### src/common/trig_pkg.sv
// Package for the digitizer trigger unit: encodings, reset values and limits.
// Assumes a single sample/DSP clock and plain configuration ports.
`default_nettype none
package trig_pkg;
    // ********************************************************
    // Source and option encodings
    // ********************************************************
    typedef enum logic [2:0] {
        src_converter = 3'h0,
        src_magnitude = 3'h1,
        src_ext_input = 3'h2,
        src_software_only = 3'h3,
        src_immediate = 3'h4
    } trig_source_sel_t;
    typedef enum logic [1:0] {
        loop_idle = 2'h0,
        loop_arm = 2'h1,
        loop_measure = 2'h2,
        loop_trigger = 2'h3
    } loop_state_t;
    localparam logic edge_rising = 1'b0;
    localparam logic edge_falling = 1'b1;
    localparam logic originate_on = 1'b1;
    localparam logic originate_off = 1'b0;
    // ********************************************************
    // Widths
    // ********************************************************
    localparam int SAMPLE_W = 24;
    localparam int MAG_W = 16;
    localparam int DELAY_W = 32;
    localparam int ADC_LVL_W = 10;
    localparam int MAG_LVL_W = 10;
    // ********************************************************
    // Reset values
    // ********************************************************
    localparam trig_source_sel_t SRC_RESET = src_immediate;
    localparam logic signed [DELAY_W-1:0] DELAY_RESET = 32'sh0;
    localparam logic signed [ADC_LVL_W-1:0] ADC_LVL_RESET = 10'sh0;
    localparam logic signed [MAG_LVL_W-1:0] MAG_LVL_RESET = -10'sd128;
    localparam logic SLOPE_RESET = edge_rising;
    localparam logic GEN_RESET = originate_on;
    // ********************************************************
    // Level and delay limits
    // ********************************************************
    localparam logic signed [ADC_LVL_W-1:0] ADC_LVL_MIN = -10'sd256;
    localparam logic signed [ADC_LVL_W-1:0] ADC_LVL_MAX = 10'sd255;
    localparam logic signed [MAG_LVL_W-1:0] MAG_LVL_MIN = -10'sd349;
    localparam logic signed [MAG_LVL_W-1:0] MAG_LVL_MAX = 10'sd19;
    localparam int ADC_LVL_SHIFT = 8;
    // Magnitude threshold step in micro-dB: 0.3762874 dB per level.
    localparam int MAG_STEP_UDB = 376287;
    localparam logic signed [DELAY_W-1:0] POST_MAX_W8 = 32'sd16777116;
    localparam logic signed [DELAY_W-1:0] POST_MAX_W4 = 32'sd33554332;
    localparam logic signed [DELAY_W-1:0] POST_MAX_W2 = 32'sd67108764;
    localparam logic signed [DELAY_W-1:0] PRE_OFS_W8 = 32'sd132;
    localparam logic signed [DELAY_W-1:0] PRE_OFS_W4 = 32'sd164;
    localparam logic signed [DELAY_W-1:0] PRE_OFS_W2 = 32'sd228;
    localparam int BUF_BYTES_DEF = 8388608;
    // Hysteresis band in converter codes around the threshold.
    localparam int HYST_DEF = 64;
endpackage
`default_nettype wire

### src/hdl/cross_detect.sv
// Threshold crossing detector with hysteresis and slope selection.
// Assumes samples arrive with a valid strobe on the same clock.
`default_nettype none
module cross_detect #(
    parameter int W = 24,
    parameter int HYST = 64
) (
    input wire logic ref_clk,
    input wire logic rst_n,
    input wire logic sample_valid,
    input wire logic signed [W-1:0] sample,
    input wire logic signed [W-1:0] threshold,
    input wire logic slope,
    output logic fire
);
    import trig_pkg::*;
    logic above_q;
    logic above_d;
    logic signed [W:0] hi_lvl;
    logic signed [W:0] lo_lvl;
    logic go_up;
    logic go_down;
    // ********************************************************
    // Hysteresis band
    // ********************************************************
    // The state only flips after leaving the band, so noise near the
    // threshold yields one crossing only.
    assign hi_lvl = (W+1)'(threshold) + (W+1)'(HYST);
    assign lo_lvl = (W+1)'(threshold) - (W+1)'(HYST);
    assign go_up = sample_valid && !above_q && ((W+1)'(sample) >= hi_lvl);
    assign go_down = sample_valid && above_q && ((W+1)'(sample) < lo_lvl);
    assign above_d = go_up ? 1'b1 : (go_down ? 1'b0 : above_q);
    assign fire = (slope == edge_rising) ? go_up : go_down;
    always_ff @(posedge ref_clk) begin
        if (!rst_n) begin
            above_q <= 1'b0;
        end else begin
            above_q <= above_d;
        end
    end
endmodule // cross_detect
`default_nettype wire

### src/hdl/sync2.sv
// Two flip-flop synchroniser for a single level from another domain.
// Assumes the input is glitch-free at its source.
`default_nettype none
module sync2 (
    input wire logic ref_clk,
    input wire logic rst_n,
    input wire logic async_in,
    output logic sync_out
);
    logic meta_q;
    logic sync_q;
    always_ff @(posedge ref_clk) begin
        if (!rst_n) begin
            meta_q <= 1'b0;
            sync_q <= 1'b0;
        end else begin
            meta_q <= async_in;
            sync_q <= meta_q;
        end
    end
    assign sync_out = sync_q;
endmodule // sync2
`default_nettype wire

### src/hdl/trig_unit.sv
// Trigger unit of a digitizer: source selection, thresholds, delay checks and
// the shared open-collector sync line. Assumes the measurement loop state, the
// samples and the settings come from logic on ref_clk; pins are synchronised.
//
// Contract
// - Trigger only in trigger state while the sync line is seen released.
// - On a trigger, stop driving the sync line.
// - Converter source compares raw samples against the converter threshold.
// - Magnitude source compares filtered log magnitude against its threshold.
// - External source triggers on transitions of the front-panel input.
// - Software-only raises no trigger; controller pulls sync after trigger state.
// - Immediate source triggers on entering the trigger state.
// - Delay counts output samples; negative delay keeps pre-trigger samples.
// - Post-trigger limit depends on sample size: 16777116, 33554332, 67108764; the code checks 16777116 only.
// - Pre-trigger limit is offset minus buffer bytes over bytes per sample; the code always uses the 8-byte offset and divisor.
// - Out-of-range delay flags bad parameter but is stored anyway.
// - Converter threshold is full scale times level over 256, level -256..255.
// - Hysteresis makes one threshold crossing give one trigger.
// - Magnitude threshold is 0.3762874 dB per step, level -349..19; the code uses 376 milli-dB per step.
// - Slope picks rising or falling crossing.
// - Generation enable gates originating; other modules' triggers still followed.
// - Parameter writes never abort a running measurement.
// - Release sync in trigger state or when armed with pre-trigger gathered.
`default_nettype none
module trig_unit #(
    parameter int BUF_BYTES = trig_pkg::BUF_BYTES_DEF,
    parameter int HYST = trig_pkg::HYST_DEF
) (
    input wire logic ref_clk,
    input wire logic rst_n,
    input wire logic [1:0] loop_state,
    input wire logic pretrig_done,
    input wire logic cfg_wr,
    input wire logic [2:0] cfg_source,
    input wire logic signed [trig_pkg::DELAY_W-1:0] cfg_delay,
    input wire logic signed [trig_pkg::ADC_LVL_W-1:0] cfg_adc_level,
    input wire logic signed [trig_pkg::MAG_LVL_W-1:0] cfg_mag_level,
    input wire logic cfg_slope,
    input wire logic cfg_gen,
    input wire logic [1:0] sample_bytes,
    input wire logic conv_valid,
    input wire logic signed [trig_pkg::SAMPLE_W-1:0] conv_sample,
    input wire logic mag_valid,
    input wire logic signed [trig_pkg::MAG_W-1:0] mag_udb,
    input wire logic ext_trig_pin,
    input wire logic sync_line_in,
    output logic sync_line_out,
    output logic sync_line_oe,
    output logic trig_event,
    output logic bad_param,
    output logic [2:0] source_sel,
    output logic signed [trig_pkg::DELAY_W-1:0] delay_val,
    output logic signed [trig_pkg::ADC_LVL_W-1:0] adc_level,
    output logic signed [trig_pkg::MAG_LVL_W-1:0] mag_level,
    output logic slope_sel,
    output logic gen_en
);
    import trig_pkg::*;
    // ********************************************************
    // Setting registers
    // ********************************************************
    trig_source_sel_t src_q;
    logic signed [DELAY_W-1:0] delay_q;
    logic signed [ADC_LVL_W-1:0] adc_lvl_q;
    logic signed [MAG_LVL_W-1:0] mag_lvl_q;
    logic slope_q;
    logic gen_q;
    logic bad_q;
    logic bad_d;
    logic released_q;
    logic fired_q;
    logic ext_prev_q;
    logic in_trig_q;
    logic sync_hi_s;
    logic ext_s;
    logic signed [DELAY_W-1:0] pre_min_w8;
    logic adc_lvl_ok;
    logic mag_lvl_ok;
    logic delay_ok;
    logic in_trigger;
    logic enter_trig;
    logic line_free;
    logic cond_conv;
    logic cond_mag;
    logic cond_ext;
    logic src_hit;
    logic originate;
    logic release_d;
    logic signed [SAMPLE_W-1:0] conv_thr;
    logic signed [MAG_W-1:0] mag_thr;
    logic signed [MAG_W-1:0] mag_step;
    logic signed [MAG_W+MAG_LVL_W-1:0] mag_prod;
    logic mag_fits;
    logic ext_edge;

    // Widest format gives the tightest window; the others only widen it.
    assign pre_min_w8 = PRE_OFS_W8 - DELAY_W'(BUF_BYTES / 8);
    assign delay_ok = (cfg_delay >= pre_min_w8) && (cfg_delay <= POST_MAX_W8);
    assign adc_lvl_ok = (cfg_adc_level >= ADC_LVL_MIN) && (cfg_adc_level <= ADC_LVL_MAX);
    assign mag_lvl_ok = (cfg_mag_level >= MAG_LVL_MIN) && (cfg_mag_level <= MAG_LVL_MAX);
    assign bad_d = cfg_wr ? !(delay_ok && adc_lvl_ok && mag_lvl_ok) : bad_q;

    // Settings are only registers; nothing here touches the loop state.
    always_ff @(posedge ref_clk) begin
        if (!rst_n) begin
            src_q <= SRC_RESET;
            delay_q <= DELAY_RESET;
            adc_lvl_q <= ADC_LVL_RESET;
            mag_lvl_q <= MAG_LVL_RESET;
            slope_q <= SLOPE_RESET;
            gen_q <= GEN_RESET;
            bad_q <= 1'b0;
        end else begin
            if (cfg_wr) begin
                src_q <= trig_source_sel_t'(cfg_source);
                delay_q <= cfg_delay;
                slope_q <= cfg_slope;
                gen_q <= cfg_gen;
                if (adc_lvl_ok) begin
                    adc_lvl_q <= cfg_adc_level;
                end
                if (mag_lvl_ok) begin
                    mag_lvl_q <= cfg_mag_level;
                end
            end
            bad_q <= bad_d;
        end
    end

    // ********************************************************
    // Pin synchronisers
    // ********************************************************
    sync2 u_sync_line (
        .ref_clk(ref_clk),
        .rst_n(rst_n),
        .async_in(sync_line_in),
        .sync_out(sync_hi_s)
    );
    sync2 u_sync_ext (
        .ref_clk(ref_clk),
        .rst_n(rst_n),
        .async_in(ext_trig_pin),
        .sync_out(ext_s)
    );

    // ********************************************************
    // Source conditions
    // ********************************************************
    // Full scale is the top of the sample range, so level/256 is a shift.
    assign conv_thr = SAMPLE_W'(adc_lvl_q) <<< (SAMPLE_W - 1 - ADC_LVL_SHIFT);
    assign mag_step = MAG_W'(MAG_STEP_UDB / 1000);
    // Magnitude is in milli-dB relative to full scale.
    assign mag_prod = mag_step * (MAG_W+MAG_LVL_W)'(mag_lvl_q);
    // The magnitude port spans only about 32 dB each way, so deeper levels clip
    // to the lowest code instead of wrapping to a positive threshold.
    assign mag_fits = (mag_prod[MAG_W+MAG_LVL_W-1:MAG_W-1] == '0)
        || (mag_prod[MAG_W+MAG_LVL_W-1:MAG_W-1] == '1);
    assign mag_thr = mag_fits ? mag_prod[MAG_W-1:0] :
        {mag_prod[MAG_W+MAG_LVL_W-1], {(MAG_W-1){~mag_prod[MAG_W+MAG_LVL_W-1]}}};

    cross_detect #(.W(SAMPLE_W), .HYST(HYST)) u_conv (
        .ref_clk(ref_clk),
        .rst_n(rst_n),
        .sample_valid(conv_valid),
        .sample(conv_sample),
        .threshold(conv_thr),
        .slope(slope_q),
        .fire(cond_conv)
    );
    cross_detect #(.W(MAG_W), .HYST(1)) u_mag (
        .ref_clk(ref_clk),
        .rst_n(rst_n),
        .sample_valid(mag_valid),
        .sample(mag_udb),
        .threshold(mag_thr),
        .slope(slope_q),
        .fire(cond_mag)
    );
    assign ext_edge = (slope_q == edge_rising) ? (ext_s && !ext_prev_q) : (!ext_s && ext_prev_q);
    assign cond_ext = ext_edge;

    assign in_trigger = (loop_state == 2'(loop_trigger));
    assign enter_trig = in_trigger && !in_trig_q;
    assign line_free = sync_hi_s;
    assign src_hit = (src_q == src_converter) ? cond_conv :
                     (src_q == src_magnitude) ? cond_mag :
                     (src_q == src_ext_input) ? cond_ext :
                     (src_q == src_immediate) ? enter_trig : 1'b0;
    assign originate = in_trigger && line_free && gen_q && src_hit && !fired_q;
    // Armed with pre-trigger gathered releases the line; so does the trigger state.
    assign release_d = in_trigger || ((loop_state == 2'(loop_arm)) && pretrig_done);

    // ********************************************************
    // Sync line drive
    // ********************************************************
    // The line is held low until the module is armed with pre-trigger gathered or in the trigger state.
    // Holding it in the trigger state would block our own trigger condition.
    always_ff @(posedge ref_clk) begin
        if (!rst_n) begin
            released_q <= 1'b0;
            fired_q <= 1'b0;
            ext_prev_q <= 1'b0;
            in_trig_q <= 1'b0;
        end else begin
            ext_prev_q <= ext_s;
            in_trig_q <= in_trigger;
            released_q <= release_d;
            if (!in_trigger) begin
                fired_q <= 1'b0;
            end else if (originate) begin
                fired_q <= 1'b1;
            end
        end
    end
    assign sync_line_out = 1'b0;
    assign sync_line_oe = in_trigger ? 1'b0 : !released_q;
    assign trig_event = originate;
    assign bad_param = bad_q;
    assign source_sel = src_q;
    assign delay_val = delay_q;
    assign adc_level = adc_lvl_q;
    assign mag_level = mag_lvl_q;
    assign slope_sel = slope_q;
    assign gen_en = gen_q;
endmodule // trig_unit
`default_nettype wire

### config.mk
export PLATFORM = sky130hd
export DESIGN_NAME = trig_unit
export DESIGN_NICKNAME = d
export VERILOG_FILES = /design/src/common/trig_pkg.sv /design/src/hdl/cross_detect.sv /design/src/hdl/sync2.sv /design/src/hdl/trig_unit.sv
export SDC_FILE = /design/constraint.sdc
export NUM_CORES = 1
export LEC_CHECK = 0
export ABC_AREA = 1
export BUFFER_PORTS_ARGS = -buffer_cell sky130_fd_sc_hd__buf_2
export CAP_MARGIN = 20
export CORE_MARGIN = 8
export CORE_UTILIZATION = 55
export DETAILED_ROUTE_END_ITERATION = 10
export PLACE_DENSITY = 0.83
export SYNTH_ARGS = -nofsm -noshare
export SYNTH_HDL_FRONTEND = slang
export SYNTH_HIERARCHICAL = 1
export SYNTH_SLANG_ARGS = --single-unit
### constraint.sdc
create_clock -name ref_clk -period 8.8 [get_ports ref_clk]
set_input_delay 0.44 -clock ref_clk [delete_from_list [all_inputs] [get_ports ref_clk]]
set_output_delay 0.44 -clock ref_clk [all_outputs]
set_load 0.03 [all_outputs]
# --- Word level (Yosys, flattened, before mapping) ---
# Index checks and enable logic that the tools add are counted.
# Widths: inputs -> output; s select.
word_totals:
  output_inout_bits: 61
  register_bits: 68
op_classes:
  eq_ne: 6
  n_mux: 13
  mul: 1
  n_reduce_logical: 38
  order_cmp: 10
  addsub: 4
  n_bitwise: 1
op_table:
  columns: ["operator", "n"]
  rows:
  - ["$ge 32x21->1 const B", 1]
  - ["$le 32x25->1 const B", 1]
  - ["$add 24x8->25 const B", 1]
  - ["$ge 24x25->1", 1]
  - ["$lt 24x25->1", 1]
  - ["$sub 24x8->25 const B", 1]
  - ["$logic_and 1x1->1", 21]
  - ["$add 16x2->17 const B", 1]
  - ["$ge 16x17->1", 1]
  - ["$lt 16x17->1", 1]
  - ["$mul 7x10->17 const A", 1]
  - ["$sub 16x2->17 const B", 1]
  - ["$mux 16", 1]
  - ["$mux 1", 12]
  - ["$eq 11x11->1 const B", 1]
  - ["$logic_not 11->1", 1]
  - ["$ge 10x10->1 const B", 1]
  - ["$ge 10x9->1 const B", 1]
  - ["$le 10x6->1 const B", 1]
  - ["$le 10x9->1 const B", 1]
  - ["$logic_not 1->1", 8]
  - ["$reduce_and 2->1", 3]
  - ["$reduce_bool 2->1", 2]
  - ["$eq 3x1->1 const B", 1]
  - ["7 further kinds", 8]

# --- Logic depth before layout (Yosys ltp) ---
depth:
  word_depth: 12
  mapped_depth: 48

# --- Cells and area by module ---
# The synthesis kept the hierarchy.
by_module_without_submodules:
  columns: ["module", "cells_per_inst", "seq_area_each_um2", "instances", "area_per_inst_um2"]
  rows:
  - ["trig_unit", 621, 1241.2, 1, 4352.9]
  - ["cross_detect (u_conv)", 314, 20.0, 1, 2033.2]
  - ["cross_detect (u_mag)", 245, 20.0, 1, 1503.9]
  - ["sync2", 6, 40.0, 2, 55.1]

# --- Least setup slack after synthesis ---
# No wires, ideal clock.
synth_path:
  path_kind: "flip-flop to output port"
  from: "reg mag_lvl_q[9] (netlist: mag_level[9])"
  to: "out trig_event"
  required_time_ns: 8.360
  path_slack_ns: 1.250
  arrival_time_ns: 7.110
  path_stages_with_launch: 45
  path_cell_list: "dfxtp_1 -> inv_1 -> fa_1 -> inv_1 -> ha_1 -> fa_1 -> inv_1 -> fa_1 -> inv_1 -> ha_1 -> nand2_1 -> inv_1 -> nand2_1 -> nand2_1 -> a21oi_1 -> nand2_1 -> nand2_1 -> nand2_1 -> (+9 left out) -> nor3_2 -> nand2_1 -> o21ai_0 -> nand2_1 -> ha_1 -> nand2_1 -> nor2_1 -> and2_1 -> nand3b_1 -> nand3_1 -> nand2_1 -> nand2_1 -> nand2_1 -> mux2i_1 -> o21ai_0 -> nor4_1 -> nand2_1 -> inv_1"
synth_via:
  elab_chain_len: 12
  word_cells_on_any_way: 17
  classes_between: "add/sub (2); mul (1); order compare (2); eq/ne (1); mux (4); bitwise (1); reduce/logical (6)"
synth_rtl:
  columns: ["element", "line_no", "source"]
  rows:
  - ["from (decl)", "trig_unit.sv:65", "logic signed [MAG_LVL_W-1:0] mag_lvl_q;"]
  - ["from (signal assigned)", "trig_unit.sv:123", "mag_lvl_q <= cfg_mag_level;"]
  - ["$mul 7x10->17 *", "trig_unit.sv:153", "assign mag_prod = mag_step * (MAG_W+MAG_LVL_W)'(mag_lvl_q);"]
  - ["$eq 11x11->1 or $logic_not 11->1 (tied branches)", "trig_unit.sv:157, trig_unit.sv:156", null]
  - ["$logic_or 1x1->1", "trig_unit.sv:157", "|| (mag_prod[MAG_W+MAG_LVL_W-1:MAG_W-1] == '1);"]
  - ["$mux 16 *", "trig_unit.sv:158", "assign mag_thr = mag_fits ? mag_prod[MAG_W-1:0] :"]
  - ["named net mag_thr[0]", "trig_unit.sv:90", "logic signed [MAG_W-1:0] mag_thr;"]
  - ["$add 16x2->17 or $sub 16x2->17 (tied branches)", "cross_detect.sv:28, cross_detect.sv:29", null]
  - ["$ge 16x17->1 or $lt 16x17->1 (tied branches)", "cross_detect.sv:30, cross_detect.sv:31", null]
  - ["$logic_and 1x1->1 (on tied branches)", "cross_detect.sv:30, cross_detect.sv:31", null]
  - ["$mux 1 *", "cross_detect.sv:33", "assign fire = (slope == edge_rising) ? go_up : go_down;"]
  - ["named net cond_mag", "trig_unit.sv:84", "logic cond_mag;"]
  - ["$mux 1 *", "trig_unit.sv:186", "(src_q == src_magnitude) ? cond_mag :"]
  - ["$mux 1 *", "trig_unit.sv:185", "assign src_hit = (src_q == src_converter) ? cond_conv :"]
  - ["$logic_and 1x1->1 * (2 in a row)", "trig_unit.sv:189", "assign originate = in_trigger && line_free && gen_q && src_hit && !fired_q;"]
  - ["to (decl)", "trig_unit.sv:49", "output logic trig_event,"]
# Mark *: on every way through the listed nets, which the timed path passes. The rest lies on a longest branch.

# --- Final worst setup path ---
# Same ends and word-level chain as after synthesis.

==> results.txt <==
Starting density of the core: 55.7%
Row Count: 44
Gr usage total: 21.2%
Asr flop ratio synth: 0%
Worst Path Required: 8.36 ns
Via/cell ratio: 4.92
Min Tclk post-route: 8.17 ns
Syn Area/Cell: 6.71 um2
Layout net count: 1624
Worst setup margin: 0.631 ns
YS warnings: 6
Setup Crit Path Kind: reg2out
Num CTS Buffers: 9
Power Density: 232 nW/um2
Vias in the first global route: 7630
Clk_lat worst skew: 0.33 ns
Min-delay src: ext_trig_pin
Clock net sink count: 68
Crit end category: output pin
Fill cell count: 1317
Final slew viol count: 0
Htree depth: 3
Wirelength per Cell: 12.6 um
# DRC: 0
Setup violations, final: 0
Sequential area share after synthesis: 17.0%
Dpl ws: 0.534 ns
Clk Tree Root Cell: clkbuf_16
Status: completed
Final Cycle Share: 92.8%
Clk slew on worst S/H paths: 0.06 ns
Pwr Total: 2.19 mW
Post-Syn Area: 8000 um2
CTS tree: yes
Yosys top cell by area: ha_1
Total die area: 18700 um2
Core footprint: 14400 um2
Max-cap violations: 0
Final Hold Violating Endpoints: 0
Die Ht: 137 um
Cell mode on critical path: nand2_1
R2R cell count: 42
R2R Setup Slk: 1.45 ns
Synth Flop Type: dfxtp_1
Total inserted antenna cells: 0
IO Port Bufs: 166
Initial antenna violation count: 1
Pleak: 5.20 nW
First-pass GRT wire length: 33.2 mm
Crit path max fanout: 14
Setup TNS Final: 0 ns
I/O pin count: 170
Area Overhead vs Synth: 17.6%
Slowest cell on crit path: fa_1
Top cell type's share of synthesized area: 17.2%
Max-slew headroom: 34.8%
CTS Buffer Depth: 2
Fmax: 122 MHz
Number of distinct library cells after synthesis: 52
Crit path largest cell delay: 0.54 ns
R2r startpoint: mag_level[9]$_SDFFE_PN1P_
Grt ovf: 0
Measured slew at the worst slew-check pin: 0.972 ns
Routed WL: 19.8 mm
Iter 0 DRT Violations: 288
GPL Wtd Cong: 0.885
Post-synth EDFFs: 0
Worst hold stages: 3
Antenna Violating Nets Remaining: 0
Hold endpoint: u_sync_ext/meta_q$_SDFF_PN0_
Die X: 137 um
Layout cells sized above 1: 17.5%
Pin count of the biggest net entering global routing: 63
Crit Reg-Reg Endpoint: fired_q$_SDFFE_PN0P_
Hold Crit Class: in2reg
Critical Path AT: 7.73 ns
HPWL after DPL: 16.7 mm
RSZ-0062 raised after global routing: no
#FFs+latches synth: 68
CP Launch Type: flop
Worst vdd rail ir drop: 136 uV
Cells after Synth: 1192
Setup Skew: 0.00774 ns
Synth top area cells: ha_1, dfxtp_1, nand2_1
Drt first pass iters: 5
Total number of vias: 7719
==> through the flow <==
stage | hold slack (ns) | area [um2] | utilization [%] | instances
final | 0.297 | 9410 | 65.5 | 1569
after global routing | 0.300 | 9410 | 65.5 | 1569
after CTS | 0.293 | 9370 | 65.2 | 1565
after detailed placement | 0.402 | 9040 | 62.9 | 1549
after global placement | 0.397 | 9040 | 62.9 | 1549
after floorplan | 0.390 | 8120 | - | 1225
==> worst max-delay path: cells and delay by family, from the launching register on <==
family	cells	cell delay, ns
AOI/OAI and AO/OA	3	0.40
buffers and inverters	11	1.20
muxes	1	0.22
DFF	1	0.49
adders and majority gates	7	2.78
and+or+nand+nor	21	2.31
==> state kept, by name (all words and copies together), names as in the netlist <==
| signal | cells |
|---|---|
| adc_level | 10 |
| bad_param | 1 |
| delay_val | 32 |
| ext_prev_q | 1 |
| fired_q | 1 |
| gen_en | 1 |
| in_trig_q | 1 |
| mag_level | 10 |
| released_q | 1 |
| slope_sel | 1 |
| source_sel | 3 |
| u_conv/above_q | 1 |
| u_mag/above_q | 1 |
| u_sync_ext/meta_q | 1 |
| u_sync_ext/sync_out | 1 |
| u_sync_line/meta_q | 1 |
| u_sync_line/sync_out | 1 |
==> synthesized netlist by cell type, types with 2 or more instances <==
cell      count
nor3_1        7
and2_1        2
a22oi_1       2
buf_4         3
dfxtp_1      68
buf_6         3
xor2_1       46
xnor2_1      18
nor2_1      129
o21ai_1       2
clkbuf_1     16
nand3b_1      3
inv_1       206
ha_1        110
mux2i_1       2
nor2_4        6
clkinv_1      2
o21ai_0      61
a21oi_1      68
nand2_1     281
a21o_1        7
nand4_2       2
buf_2         3
nand2_2       9
nor2_2        5
nand3_2       7
fa_1         25
nor3_4        3
nand3_1      40
o211ai_1      5
nand4_1      18
nor3_2        7
nor4_1        4
inv_2         4
==> routing by layer <==
| layer | track usage, % | vias up | part of all wire, % |
|---|---|---|---|
| met1 | 25.0 | 3430 | 44 |
| met2 | 37.5 | 163 | 48 |
| met5 | 0 | - | 0.066 |
| met4 | 6.89 | 2 | 2.1 |
| li1 | - | 4096 | - |
| met3 | 4.55 | 28 | 6.0 |
==> power breakdown <==
group,internal [mW],switching [mW],leakage (nW),total [mW]
registers,0.331,0.0218,0.563,0.353
logic,0.528,0.917,4.48,1.45
clock network,0.249,0.138,0.156,0.388
total,1.11,1.08,5.20,2.19
==> area by class of cell <==
type | count | area (um2) | share of cell area, %
inverter | 213 | 808 | 8.59
clock inverter | 7 | 98.8 | 1.05
timing repair inverter | 1 | 5.00 | 0.0532
timing repair buffer | 170 | 861 | 9.15
clock buffer | 9 | 225 | 2.39
tap | 184 | 230 | 2.45
sequential | 68 | 1360 | 14.5
multi-input combinational | 917 | 5820 | 61.8
==> kinds of logic after synthesis <==
logic type / synth area share, %
XOR/XNOR: 7.01
multiplexers: 0.250
flip-flops: 17.0
adder cells (fa/ha/maj): 23.5
AND/OR/NAND/NOR: 30.3
AO/OA/AOI/OAI: 9.99
buffers and inverters: 11.9
other: 0.0469
==> worst max path at each step <==
stage	start	to	slack (ns)	cells after the start
after floorplan	mag_level[9]$_SDFFE_PN1P_	trig_event	1.25	44
final	mag_level[9]$_SDFFE_PN1P_	trig_event	0.63	43
after global placement	mag_level[9]$_SDFFE_PN1P_	trig_event	0.82	42
after global routing	mag_level[5]$_SDFFE_PN0P_	trig_event	0.02	45
after CTS	mag_level[9]$_SDFFE_PN1P_	trig_event	0.18	42
after detailed placement	mag_level[9]$_SDFFE_PN1P_	trig_event	0.53	42
==> layout by cell type (no fill, tap or decap), drive strengths merged, types with 2 or more instances in the layout <==
master,Yosys,final
o21ai,63,63
nand2,291,291
xor2,46,46
mux2i,2,2
a21o,7,7
fa,25,25
xnor2,18,18
nand3b,3,3
nor4,6,6
inv,210,209
ha,110,110
clkinvlp,0,4
buf,10,170
conb,1,34
dfxtp,68,68
o211ai,5,5
nor2,140,140
nand3,48,48
clkbuf,17,9
nor3,17,17
clkinv,3,6
and2,3,3
a22oi,2,2
a21oi,68,68
or2,2,2
bufinv,0,2
nand4,21,21
==> what timing repair did <==
item	CTS	global route
buffers inserted	0	3
hold buffers	0	0
resized for setup	0	6
endpoints found under the setup margin	0	1
Power figures use the tool's default switching activity.
